$ cat src/inc/sw_responder_regs.vh
// Status word codes, class and instruction values, PIN retry limits.
// Included by the responder and its outcome memory; definitions only.
`ifndef SW_RESPONDER_REGS_VH
`define SW_RESPONDER_REGS_VH

`define SW1_OK 8'h90
`define SW1_PROACTIVE 8'h91
`define SW1_BUSY 8'h93
`define SW1_WARN 8'h62
`define SW1_RETRY 8'h63
`define SW1_WRONG_LEN 8'h67
`define SW1_CLA_FUNC 8'h68
`define SW1_NOT_ALLOWED 8'h69
`define SW1_WRONG_PARAM 8'h6A
`define SW1_BAD_P1P2 8'h6B
`define SW1_BAD_INS 8'h6D
`define SW1_BAD_CLA 8'h6E
`define SW1_TECH 8'h6F

`define SW2_NONE 8'h00
`define SW2_WARN_CORRUPT 8'h81
`define SW2_WARN_EOF 8'h82
`define SW2_WARN_INVALID 8'h83
`define SW2_RETRY_BASE 8'hC0
`define SW2_CHAN_UNSUP 8'h81
`define SW2_SM_UNSUP 8'h82
`define SW2_INCOMPAT 8'h81
`define SW2_SEC_STATUS 8'h82
`define SW2_PIN_BLOCKED 8'h83
`define SW2_NO_EF 8'h86
`define SW2_REC_NOT_FOUND 8'h83
`define SW2_FILE_NOT_FOUND 8'h82
`define SW2_LC_INCONS 8'h87

// Class byte layout
`define CLA_BASE_0 4'h0
`define CLA_BASE_8 4'h8
`define CLA_SM_BIT 2
`define CLA_CHAN_LSB 0

// Instruction codes
`define INS_SELECT 8'hA4
`define INS_STATUS 8'hF2
`define INS_READ_BIN 8'hB0
`define INS_UPD_BIN 8'hD6
`define INS_READ_REC 8'hB2
`define INS_UPD_REC 8'hDC
`define INS_VERIFY 8'h20
`define INS_UNBLOCK 8'h2C
`define INS_GET_RESP 8'hC0

// Data length that a file selection must carry
`define SELECT_LC 8'h02

// Record modes held in P2 low bits
`define REC_MODE_NEXT 3'h2
`define REC_MODE_PREV 3'h3
`define REC_MODE_ABS 3'h4

`define PIN_TRIES 2'h3

// Outcome memory geometry
`define OUT_DEPTH 16
`define OUT_AW 4

`endif

$ cat src/rtl/card_status_word_responder.v
// Status word generator of a card command interpreter.
// Assumes a decoded header (class, instruction, P1, P2, Lc) per command
// plus file-system and toolkit condition inputs from the rest of the card.
// Notes on behaviour
// - Every answer ends with SW1 then SW2
// - Normal completion gives 90 00
// - Pending proactive command gives 91 plus length
// - Toolkit busy gives 93 00, stays usable
// - Warnings use 62 with 81/82/83
// - Binary update after retries gives 63 Cx count
// - Failed PIN gives 63 Cx remaining tries
// - Exhausted PIN gives 69 83 until unblocked
// - Binary read without file gives 69 86 if P1 bit 7 is clear
// - Bad P1 or P2 gives 6B 00
// - Record past end gives 6A 83
// - Binary read on record file gives 69 81
// - Select with wrong Lc gives 67 00
// - Unknown instruction gives 6D 00
// - Fetch with nothing pending gives 6F 00
// - Unknown class gives 6E 00
// - Unsupported channel class gives 6E 00
// - Secure messaging class gives 6E 00
// - Select of unknown file gives 6A 82
// - Update without access gives 69 82
`timescale 1ns/1ps
`include "sw_responder_regs.vh"

module card_status_word_responder (
    // Clock and reset
    input wire i_clk,
    input wire i_rst,
    // Command header, valid for one cycle on i_cmd_valid
    input wire i_cmd_valid,
    input wire [7:0] i_cla,
    input wire [7:0] i_ins,
    input wire [7:0] i_p1,
    input wire [7:0] i_p2,
    input wire [7:0] i_lc,
    // Execution conditions from the file system and toolkit
    input wire i_pin_ok,
    input wire i_file_known,
    input wire i_ef_selected,
    input wire i_ef_is_record,
    input wire i_write_allowed,
    input wire i_rec_in_range,
    input wire i_offset_ok,
    input wire i_resp_pending,
    input wire [7:0] i_resp_len,
    input wire i_proactive,
    input wire i_toolkit_busy,
    input wire [1:0] i_warn_code,
    input wire [3:0] i_upd_retries,
    // Status word stream: SW1 then SW2
    output reg o_ready,
    output reg o_sw_valid,
    output reg [7:0] o_sw_byte,
    output reg o_sw_last,
    // Status word as a pair and PIN state
    output reg [7:0] o_sw1,
    output reg [7:0] o_sw2,
    output reg o_pin_blocked,
    output reg [1:0] o_pin_tries
);
    localparam ST_IDLE = 2'd0;
    localparam ST_LOOK = 2'd1;
    localparam ST_SW1 = 2'd2;
    localparam ST_SW2 = 2'd3;

    localparam OC_OK = 4'h0;
    localparam OC_BUSY = 4'h1;
    localparam OC_WARN = 4'h2;
    localparam OC_RETRY = 4'h3;
    localparam OC_BLOCKED = 4'h4;
    localparam OC_NO_EF = 4'h5;
    localparam OC_P1P2 = 4'h6;
    localparam OC_NO_REC = 4'h7;
    localparam OC_INCOMPAT = 4'h8;
    localparam OC_LEN = 4'h9;
    localparam OC_INS = 4'hA;
    localparam OC_TECH = 4'hB;
    localparam OC_CLA = 4'hC;
    localparam OC_NO_FILE = 4'hD;
    localparam OC_SEC = 4'hE;
    localparam OC_PROACTIVE = 4'hF;

    reg [1:0] state_ff;
    reg [1:0] nxt_state;
    reg [3:0] code_ff;
    reg [3:0] nxt_code;
    reg [3:0] nib_ff;
    reg [3:0] nxt_nib;
    reg [7:0] sw2_ovr_ff;
    reg [7:0] nxt_sw2_ovr;
    reg ovr_ff;
    reg nxt_ovr;
    reg [1:0] tries_ff;
    reg [1:0] nxt_tries;
    reg blocked_ff;
    reg nxt_blocked;
    reg [7:0] sw1_ff;
    reg [7:0] sw2_ff;
    wire [15:0] rom_word;
    wire [7:0] final_sw2;
    wire cla_ok;
    wire cla_sm;
    wire cla_chan;
    wire ins_known;
    wire [2:0] rec_mode;

    assign cla_ok = (i_cla[7:4] == `CLA_BASE_0) ||
                    (i_cla[7:4] == `CLA_BASE_8);
    assign cla_sm = i_cla[`CLA_SM_BIT];
    assign cla_chan = (i_cla[1:0] != 2'b00);
    assign rec_mode = i_p2[2:0];
    assign ins_known = (i_ins == `INS_SELECT) || (i_ins == `INS_STATUS) ||
        (i_ins == `INS_READ_BIN) || (i_ins == `INS_UPD_BIN) ||
        (i_ins == `INS_READ_REC) || (i_ins == `INS_UPD_REC) ||
        (i_ins == `INS_VERIFY) || (i_ins == `INS_UNBLOCK) ||
        (i_ins == `INS_GET_RESP);

    // Single outcome per command, earliest check wins
    always @* begin
        nxt_code = OC_OK;
        nxt_nib = 4'h0;
        nxt_ovr = 1'b0;
        nxt_sw2_ovr = 8'h00;
        nxt_tries = tries_ff;
        nxt_blocked = blocked_ff;
        if (!cla_ok || cla_sm || cla_chan) begin
            nxt_code = OC_CLA;
        end else if (!ins_known) begin
            nxt_code = OC_INS;
        end else if (i_toolkit_busy) begin
            nxt_code = OC_BUSY;
        end else begin
            case (i_ins)
                `INS_VERIFY: begin
                    if (blocked_ff) begin
                        nxt_code = OC_BLOCKED;
                    end else if (i_pin_ok) begin
                        nxt_tries = `PIN_TRIES;
                    end else begin
                        nxt_tries = tries_ff - 2'd1;
                        nxt_code = OC_RETRY;
                        nxt_nib = {2'b00, tries_ff - 2'd1};
                        if (tries_ff == 2'd1) begin
                            nxt_blocked = 1'b1;
                        end
                    end
                end
                `INS_UNBLOCK: begin
                    if (i_pin_ok) begin
                        nxt_blocked = 1'b0;
                        nxt_tries = `PIN_TRIES;
                    end else begin
                        nxt_code = OC_SEC;
                    end
                end
                `INS_SELECT: begin
                    if (i_lc != `SELECT_LC) begin
                        nxt_code = OC_LEN;
                    end else if (!i_file_known) begin
                        nxt_code = OC_NO_FILE;
                    end
                end
                `INS_READ_BIN: begin
                    if (!i_p1[7] && !i_ef_selected) begin
                        nxt_code = OC_NO_EF;
                    end else if (i_ef_is_record) begin
                        nxt_code = OC_INCOMPAT;
                    end else if (!i_offset_ok) begin
                        nxt_code = OC_P1P2;
                    end
                end
                `INS_UPD_BIN: begin
                    if (!i_ef_selected) begin
                        nxt_code = OC_NO_EF;
                    end else if (!i_write_allowed) begin
                        nxt_code = OC_SEC;
                    end else if (!i_offset_ok) begin
                        nxt_code = OC_P1P2;
                    end else if (i_upd_retries != 4'h0) begin
                        nxt_code = OC_RETRY;
                        nxt_nib = i_upd_retries;
                    end
                end
                `INS_READ_REC, `INS_UPD_REC: begin
                    if (rec_mode != `REC_MODE_NEXT &&
                        rec_mode != `REC_MODE_PREV &&
                        rec_mode != `REC_MODE_ABS) begin
                        nxt_code = OC_P1P2;
                    end else if (!i_rec_in_range) begin
                        nxt_code = OC_NO_REC;
                    end else if (i_ins == `INS_UPD_REC &&
                                 !i_write_allowed) begin
                        nxt_code = OC_SEC;
                    end
                end
                `INS_GET_RESP: begin
                    if (!i_resp_pending) begin
                        nxt_code = OC_TECH;
                    end
                end
                default: begin
                    nxt_code = OC_OK;
                end
            endcase
            if (nxt_code == OC_OK && i_warn_code != 2'b00) begin
                nxt_code = OC_WARN;
                nxt_ovr = 1'b1;
                case (i_warn_code)
                    2'b01: nxt_sw2_ovr = `SW2_WARN_CORRUPT;
                    2'b10: nxt_sw2_ovr = `SW2_WARN_EOF;
                    default: nxt_sw2_ovr = `SW2_WARN_INVALID;
                endcase
            end else if (nxt_code == OC_OK && i_proactive) begin
                nxt_code = OC_PROACTIVE;
                nxt_ovr = 1'b1;
                nxt_sw2_ovr = i_resp_len;
            end
        end
    end

    sw_outcome_rom u_rom (
        .i_clk(i_clk),
        .i_rst(i_rst),
        .i_addr(code_ff),
        .i_nibble(nib_ff),
        .o_word(rom_word)
    );

    assign final_sw2 = ovr_ff ? sw2_ovr_ff : rom_word[7:0];

    always @* begin
        nxt_state = state_ff;
        case (state_ff)
            ST_IDLE: begin
                if (i_cmd_valid) begin
                    nxt_state = ST_LOOK;
                end
            end
            ST_LOOK: nxt_state = ST_SW1;
            ST_SW1: nxt_state = ST_SW2;
            ST_SW2: nxt_state = ST_IDLE;
            default: nxt_state = ST_IDLE;
        endcase
    end

    always @* begin
        o_ready = (state_ff == ST_IDLE);
    end

    always @(posedge i_clk or posedge i_rst) begin
        if (i_rst) begin
            state_ff <= ST_IDLE;
            code_ff <= OC_OK;
            nib_ff <= 4'h0;
            ovr_ff <= 1'b0;
            sw2_ovr_ff <= 8'h00;
            tries_ff <= `PIN_TRIES;
            blocked_ff <= 1'b0;
            sw1_ff <= 8'h00;
            sw2_ff <= 8'h00;
            o_sw_valid <= 1'b0;
            o_sw_byte <= 8'h00;
            o_sw_last <= 1'b0;
            o_sw1 <= 8'h00;
            o_sw2 <= 8'h00;
            o_pin_blocked <= 1'b0;
            o_pin_tries <= `PIN_TRIES;
        end else begin
            state_ff <= nxt_state;
            o_sw_valid <= 1'b0;
            o_sw_last <= 1'b0;
            if (state_ff == ST_IDLE && i_cmd_valid) begin
                code_ff <= nxt_code;
                nib_ff <= nxt_nib;
                ovr_ff <= nxt_ovr;
                sw2_ovr_ff <= nxt_sw2_ovr;
                tries_ff <= nxt_tries;
                blocked_ff <= nxt_blocked;
            end
            if (state_ff == ST_SW1) begin
                sw1_ff <= rom_word[15:8];
                sw2_ff <= final_sw2;
                o_sw_valid <= 1'b1;
                o_sw_byte <= rom_word[15:8];
            end
            if (state_ff == ST_SW2) begin
                o_sw_valid <= 1'b1;
                o_sw_byte <= sw2_ff;
                o_sw_last <= 1'b1;
                o_sw1 <= sw1_ff;
                o_sw2 <= sw2_ff;
            end
            o_pin_blocked <= blocked_ff;
            o_pin_tries <= tries_ff;
        end
    end
endmodule // card_status_word_responder

$ cat src/rtl/sw_outcome_rom.v
// Registered lookup from outcome code to the SW1/SW2 pair.
// Assumes the shared status code header; one-cycle read latency.
`timescale 1ns/1ps
`include "sw_responder_regs.vh"

module sw_outcome_rom (
    // Clock and reset
    input wire i_clk,
    input wire i_rst,
    // Lookup
    input wire [`OUT_AW-1:0] i_addr,
    input wire [3:0] i_nibble,
    output reg [15:0] o_word
);
    reg [15:0] base;

    always @* begin
        case (i_addr)
            4'h0: base = {`SW1_OK, `SW2_NONE};
            4'h1: base = {`SW1_BUSY, `SW2_NONE};
            4'h2: base = {`SW1_WARN, `SW2_NONE};
            4'h3: base = {`SW1_RETRY, `SW2_RETRY_BASE};
            4'h4: base = {`SW1_NOT_ALLOWED, `SW2_PIN_BLOCKED};
            4'h5: base = {`SW1_NOT_ALLOWED, `SW2_NO_EF};
            4'h6: base = {`SW1_BAD_P1P2, `SW2_NONE};
            4'h7: base = {`SW1_WRONG_PARAM, `SW2_REC_NOT_FOUND};
            4'h8: base = {`SW1_NOT_ALLOWED, `SW2_INCOMPAT};
            4'h9: base = {`SW1_WRONG_LEN, `SW2_NONE};
            4'hA: base = {`SW1_BAD_INS, `SW2_NONE};
            4'hB: base = {`SW1_TECH, `SW2_NONE};
            4'hC: base = {`SW1_BAD_CLA, `SW2_NONE};
            4'hD: base = {`SW1_WRONG_PARAM, `SW2_FILE_NOT_FOUND};
            4'hE: base = {`SW1_NOT_ALLOWED, `SW2_SEC_STATUS};
            default: base = {`SW1_PROACTIVE, `SW2_NONE};
        endcase
    end

    // Entry 3 carries a count in its low nibble; entries 2 and 15
    // take a full SW2 from the override path in the caller
    always @(posedge i_clk or posedge i_rst) begin
        if (i_rst) begin
            o_word <= 16'h0000;
        end else if (i_addr == 4'h3) begin
            o_word <= {base[15:4], i_nibble};
        end else begin
            o_word <= base;
        end
    end
endmodule // sw_outcome_rom

$ cat config.mk
export PLATFORM = sky130hd
export DESIGN_NAME = card_status_word_responder
export DESIGN_NICKNAME = d
export VERILOG_FILES = /design/src/rtl/card_status_word_responder.v /design/src/rtl/sw_outcome_rom.v
export VERILOG_INCLUDE_DIRS = /design/src /design/src/inc
export SDC_FILE = /design/constraint.sdc
export NUM_CORES = 1
export LEC_CHECK = 0
export BUFFER_PORTS_ARGS = -buffer_cell sky130_fd_sc_hd__buf_2
export CORE_ASPECT_RATIO = 1.75
export CORE_MARGIN = 2
export CORE_UTILIZATION = 53
export DETAILED_ROUTE_END_ITERATION = 16
export GPL_ROUTABILITY_DRIVEN = 1
export PLACE_DENSITY = 0.8
export SKIP_CTS_REPAIR_TIMING = 1
export SYNTH_ARGS = -nofsm -noshare
export SYNTH_HDL_FRONTEND = slang
export SYNTH_SLANG_ARGS = --single-unit
$ cat constraint.sdc
create_clock -name i_clk -period 2.75 [get_ports i_clk]
set_input_delay 0.55 -clock i_clk [delete_from_list [all_inputs] [get_ports i_clk]]
set_output_delay 0.55 -clock i_clk [all_outputs]
set_load 0.02 [all_outputs]
* Yosys cells after proc, flatten, opt, wreduce, memory -nomap -nowiden
Memories as Yosys holds them, arrays and structs flattened.
Cells that the tools add are included.
Widths: inputs -> output; s select.
** Storage, ports and cells
- Logic and storage cells :: 142
- ROM bits :: 208
- Memories :: 1
- Bits of input ports :: 67
- Register bits :: 83
- Output and inout port bits :: 30
** Cells by class
- Equal/unequal tests :: 24
- Bitwise gates (word level) :: 2
- Muxes and demuxes :: 64
- Reductions and logical operators :: 33
- Add/subtract/negate cells :: 1
** Memory list
- (no name shown) :: depth 16, bits a word 13, rd ports 1, clocked after Yosys merged registers in 0, wr ports 0, RTL line sw_outcome_rom.v:18 : case (i_addr)
** Operators by type and width (number)
- $mux 4 :: 27
- $mux 8 :: 8
- $eq 8x8->1 const B :: 7
- $pmux 4 s7 :: 1
- $eq 8x6->1 const B :: 2
- $mux 2 :: 8
- $mux 1 :: 12
- $logic_or 1x1->1 :: 11
- $mux 3 :: 3
- $logic_not 4->1 :: 2
- $ne 8x2->1 const B :: 1
- $pmux 2 s2 :: 2
- $pmux 2 s4 :: 1
- $pmux 4 s2 :: 1
- $reduce_bool 2->1 :: 4
- $logic_and 1x1->1 :: 7
- $reduce_and 7->1 :: 1
- $eq 2x1->1 const B :: 3
- $eq 2x2->1 const B :: 3
- $ne 2x2->1 const B :: 3
- $ne 3x2->1 const B :: 2
- $reduce_and 6->1 :: 1
- $eq 4x2->1 const B :: 1
- $eq 4x4->1 const B :: 1
- other kinds (8) :: 12

* Depth between registers and ports, before layout
- Depth after elaboration :: 18
- Gate-level depth with buffers :: 9
- Mapped depth without buffers :: 9

* Hierarchy
From an unflattened synthesis, not the netlist that was laid out.
** Second synthesis, totals
- Cells, all modules :: 407
- Area total of the unflattened synthesis :: 4080.2 µm²
** By module, submodules not included
- card_status_word_responder :: area each 3457.1 µm², cells each 342, seq. area each 1681.6 µm², times used 1
- sw_outcome_rom :: area each 623.1 µm², cells each 65, seq. area each 300.3 µm², times used 1

* Least setup slack after synthesis
Ideal clock, no wire load.
- Kind :: input-to-reg
- Start point :: in i_ins[4]
- End point :: reg sw2_ovr_ff[1]
- Arrival time :: 2.402 ns
- Stages on the path :: 8
- Data required time :: 2.676 ns
- Path buffers :: 1
- Slack :: 0.274 ns
- Setup time :: 0.074 ns
- Cells stage by stage :: or4b_1 buf_2 a21oi_2 or4b_1 a31oi_1 or4_4 or2_4 o21ai_2
** On the way
- Cells in the longest elaborated chain, start to end :: 16
- Elaborated cells on any way between the ends :: 34
- Those cells by class :: eq/ne (9); mux (12); reduce/logical (13)
** RTL lines
- from (decl) :: RTL line card_status_word_responder.v:35 : input wire [7:0] i_ins,
- $eq 8x8->1 :: RTL line card_status_word_responder.v:136 : case (i_ins)
- $logic_and 1x1->1 :: RTL line card_status_word_responder.v:194 : end else if (i_ins == `INS_UPD_REC &&
- $mux 4 :: RTL line card_status_word_responder.v:194
- $mux 4 :: RTL line card_status_word_responder.v:192 : end else if (!i_rec_in_range) begin
- $mux 4 :: RTL line card_status_word_responder.v:188 : if (rec_mode != `REC_MODE_NEXT &&
- $pmux 4 s7 :: RTL line card_status_word_responder.v:136
- $mux 4 :: RTL line card_status_word_responder.v:133 : end else if (i_toolkit_busy) begin
- $mux 4 :: RTL line card_status_word_responder.v:131 : end else if (!ins_known) begin
- $mux 4 :: RTL line card_status_word_responder.v:129 : if (!cla_ok || cla_sm || cla_chan) begin
- $logic_not 4->1 :: RTL line card_status_word_responder.v:208, card_status_word_responder.v:216
- $logic_and 1x1->1 :: RTL line card_status_word_responder.v:216 : end else if (nxt_code == OC_OK && i_proactive) begin
- $mux 8 :: RTL line card_status_word_responder.v:216
- $mux 8 :: RTL line card_status_word_responder.v:208 : if (nxt_code == OC_OK && i_warn_code != 2'b00) begin
- $mux 8 :: RTL line card_status_word_responder.v:133
- $mux 8 (*) :: RTL line card_status_word_responder.v:131
- $mux 8 (*) :: RTL line card_status_word_responder.v:129
- to (signal assigned) :: RTL line card_status_word_responder.v:279 : sw2_ovr_ff <= nxt_sw2_ovr;
- to (decl) :: RTL line card_status_word_responder.v:92 : reg [7:0] sw2_ovr_ff;
Every way passes the cells marked *; elsewhere a longest branch is shown, timed or not. The select of a mux whose other input is x is not followed.
A chain may end at the register's enable or synchronous reset.

* Final worst setup path
- Start point :: in i_ins[7]
- End point :: reg code_ff[0]
** On the way
- Cells in the longest elaborated chain, start to end :: 16
- Elaborated cells on any way between the ends :: 34
- Those cells by class :: eq/ne (9); mux (12); reduce/logical (13)
** RTL lines
- $eq 8x8->1 :: RTL line card_status_word_responder.v:136
- $logic_and 1x1->1 :: RTL line card_status_word_responder.v:194
- $mux 4 :: RTL line card_status_word_responder.v:194
- $mux 4 :: RTL line card_status_word_responder.v:192
- $mux 4 :: RTL line card_status_word_responder.v:188
- $pmux 4 s7 :: RTL line card_status_word_responder.v:136
- $mux 4 :: RTL line card_status_word_responder.v:133
- $mux 4 :: RTL line card_status_word_responder.v:131
- $mux 4 :: RTL line card_status_word_responder.v:129
- $logic_not 4->1 :: RTL line card_status_word_responder.v:208, card_status_word_responder.v:216
- $logic_and 1x1->1 :: RTL line card_status_word_responder.v:216
- $mux 4 :: RTL line card_status_word_responder.v:216
- $mux 4 :: RTL line card_status_word_responder.v:208
- $mux 4 :: RTL line card_status_word_responder.v:133
- $mux 4 (*) :: RTL line card_status_word_responder.v:131
- $mux 4 (*) :: RTL line card_status_word_responder.v:129
- to (signal assigned) :: RTL line card_status_word_responder.v:276 : code_ff <= nxt_code;
- to (decl) :: RTL line card_status_word_responder.v:88 : reg [3:0] code_ff;
Marks and branches as above.

==> metrics <==
Synth Area in XOR/XNOR 0.470%; worst vdd ir 381 uV; drt first-iter violations 239; num ports 97; detailed-route wire length 8870 um; DRC 0; IO Port Bufs 82; reg-to-reg startpoint blocked_ff; CP Capture Type register; GP Congestion 0.935; Initial Util 54.4%; CTS tree yes; RSZ-0062 raised after global routing no; WHS 316 ps; number of fill cells 529; critical path arrival 2830 ps; fraction of the mapped netlist area in adder cells 2.68%; FF-to-FF path depth 8; P_leak 2.16 nW; site row count 40; Final Cycle Share 95.2%; total CTS buffers 9; vias 3170; worst-path maximum fanout 5; CP Launch Type primary input; CTS H-tree depth 3; CP peak stage delay 590 ps; Comb pwr share 28.1%; Slew @ Worst Pin 978 ps; Post-synth EDFFs 0; drt via density 5.71; synth warn 0; clk sinks 75; Fmax 382 MHz; crit path cell chain buf_2, or4b_1, a2111oi_1, buf_4, a211oi_1, and3_1, nand3_1, o21ai_0, a22o_1; total inserted antenna cells 0; P_int 2.48 mW; CP max-delay cell or4b_1; die area 7750 um2; Routed Antenna Nets 0; max_slew headroom 34.8%; Post-Syn Instances 367; post-synthesis compound-gate area fraction 17.0%; post-synthesis mux area share 7.92%; Routed WL per cell 16.0 um; fin crit period 2620 ps; clock share of power 31.7%; area grow syn2layout 25.3%; pin count of the biggest net entering global routing 45; Max Cap Viol 0; HP Class in -> async; switching part of the total 32.4%; sum of negative setup slack 0 ps; initial antenna violation count 0; Post-DP HPWL 6810 um; Pre-antenna DRT Iters 4; Worst R2R Setup Slack 150 ps; Clock Latency Late Sink 330 ps; mapped cell area 3730 um2; Final #Nets 542; Post-synth ARST share 100%; syn avg cell area 10.2 um2; Die W 67.4 um; register area share after synthesis 50.5%; vias in the first global route 3090; Setup crit start i_ins[7]; Place WS -237 ps; syn_nets 442; Overall Global Routing Usage 25.2%; switching power 1.19 mW; worst reg2reg endpoint code_ff[0]; die height 115 um; WS Path Type in -> reg; Post-Route Skew 5.81 ps; Root Driver clkbuf_16; Hold Fails Final Rpt 0; CTS clk-pin slew, worst paths 60 ps; pwr dens 785 nW/um2; largest family of logic cells by synthesized area compound AO/OA/AOI/OAI gates; worst endpoint required time 2960 ps; final worst slack 133 ps; clock tree buffer depth 2; post-synthesis simple-gate area fraction 16.7%; #FFs+latches synth 75; library cells used by synthesis 62; final slew viol count 0; # setup viols final 0; first-pass GRT wire length 14300 um; gr ovfl total 0; layout cell share with drive strength beyond 1 32.5%; Main synth FF type dfrtp_1; Core Box Area 6860 um2; status finished clean; Flop pwr share 40.2%
[cell usage in the layout (no fill, tap or decap), types with 5 or more instances in the layout]
master      n
clkbuf_16   9
o31ai_1     6
dfrtp_1    71
a31oi_1     5
ha_1        8
a21oi_1    12
inv_1      26
nand2_1    27
mux2_2     12
nand3_1     9
a22o_1     12
o21ai_0    29
nor4_1      5
buf_4      24
nor3_1     13
nor2_1     25
mux2i_1    16
buf_2      82
[registers in the layout, summed over array words and instances, names as in the netlist]
| signal | cells |
|---|---|
| blocked_ff | 1 |
| code_ff | 4 |
| nib_ff | 4 |
| o_pin_blocked | 1 |
| o_pin_tries | 2 |
| o_sw1 | 6 |
| o_sw2 | 8 |
| o_sw_byte | 8 |
| o_sw_last | 1 |
| o_sw_valid | 1 |
| ovr_ff | 1 |
| state_ff | 2 |
| sw1_ff | 6 |
| sw2_ff | 8 |
| sw2_ovr_ff | 8 |
| tries_ff | 2 |
| u_rom.o_word | 12 |
[power groups by stage]
stage / clock [mW] / combinational (mW) / sequential (mW)
6_report: 1.16 / 1.03 / 1.47
5_1_grt: 1.24 / 1.16 / 1.50
4_1_cts: 1.18 / 1.04 / 1.47
3_5_place_dp: 0 / 1.02 / 1.48
3_3_place_gp: 0 / 0.980 / 1.46
2_1_floorplan: 0 / 0.552 / 1.60
[area by class of cell]
class                      count  area, um2  share of cell area [%]
clock buffer                  11        253                    5.41
clock inverter                 4       48.8                    1.04
inverter                      27        101                    2.17
multi-input combinational    247       1670                    35.8
sequential                    75       1880                    40.3
tap                           84        105                    2.25
timing repair buffer         107        611                    13.1
[cells by family after synthesis]
group           Yosys count
compound gates           94
xor+xnor                  2
fa+ha+maj                 8
buf+inv                  45
flops                    75
mux                      28
simple gates            115
[worst max-delay path, delay by kind of cell]
family	cells	cell delay, ps
AO/OA/AOI/OAI	4	990
buffers and inverters	2	330
AND/OR/NAND/NOR	3	970
[per-layer routing]
layer	wire length [um]	share of wire (%)	vias up	GRT usage (%)
met4	402	4.5	0	13.9
met2	5040	57	97	46.9
li1	-	-	1523	-
met1	3140	35	1524	25.2
met5	0	0	-	0
met3	283	3.2	26	4.60
[worst max-delay path by stage]
stage	to	cells past startpoint	slack, ps
final	code_ff[0]	9	130
after global placement	code_ff[0]	9	-190
after floorplan	sw2_ovr_ff[1]	8	270
after global routing	code_ff[0]	8	70
after CTS	code_ff[0]	8	80
after detailed placement	code_ff[0]	9	-240
[Yosys cell counts (3+ instances only)]
library cell	count	area (um2)
o21ai_2	3	26.3
nand3_1	9	45.0
mux2_2	12	135
or2_2	3	18.8
a22oi_1	3	22.5
and3_1	3	18.8
nor2_1	25	93.8
a31oi_1	5	31.3
inv_1	27	101
o31ai_1	6	45.0
clkbuf_1	14	52.6
nor3_1	13	65.1
nor2b_1	3	18.8
ha_1	8	100
mux2i_1	16	160
a211oi_1	4	30.0
dfrtp_1	71	1780
a22o_1	12	105
or3_1	3	18.8
nor4_1	5	31.3
o21ai_0	29	145
nand2_1	27	101
a21oi_1	12	60.1
dfstp_2	4	105
[stage by stage]
stage / cells / cell area, um2 / util (%) / total power [mW]
5_1_grt: 555 / 4670 / 68.1 / 3.89
4_1_cts: 555 / 4670 / 68.1 / 3.70
2_1_floorplan: 367 / 3730 / - / 2.15
3_5_place_dp: 540 / 4370 / 63.7 / 2.50
6_report: 555 / 4670 / 68.1 / 3.67
3_3_place_gp: 540 / 4370 / 63.7 / 2.44
No activity file was read; power rests on OpenSTA's default activity.
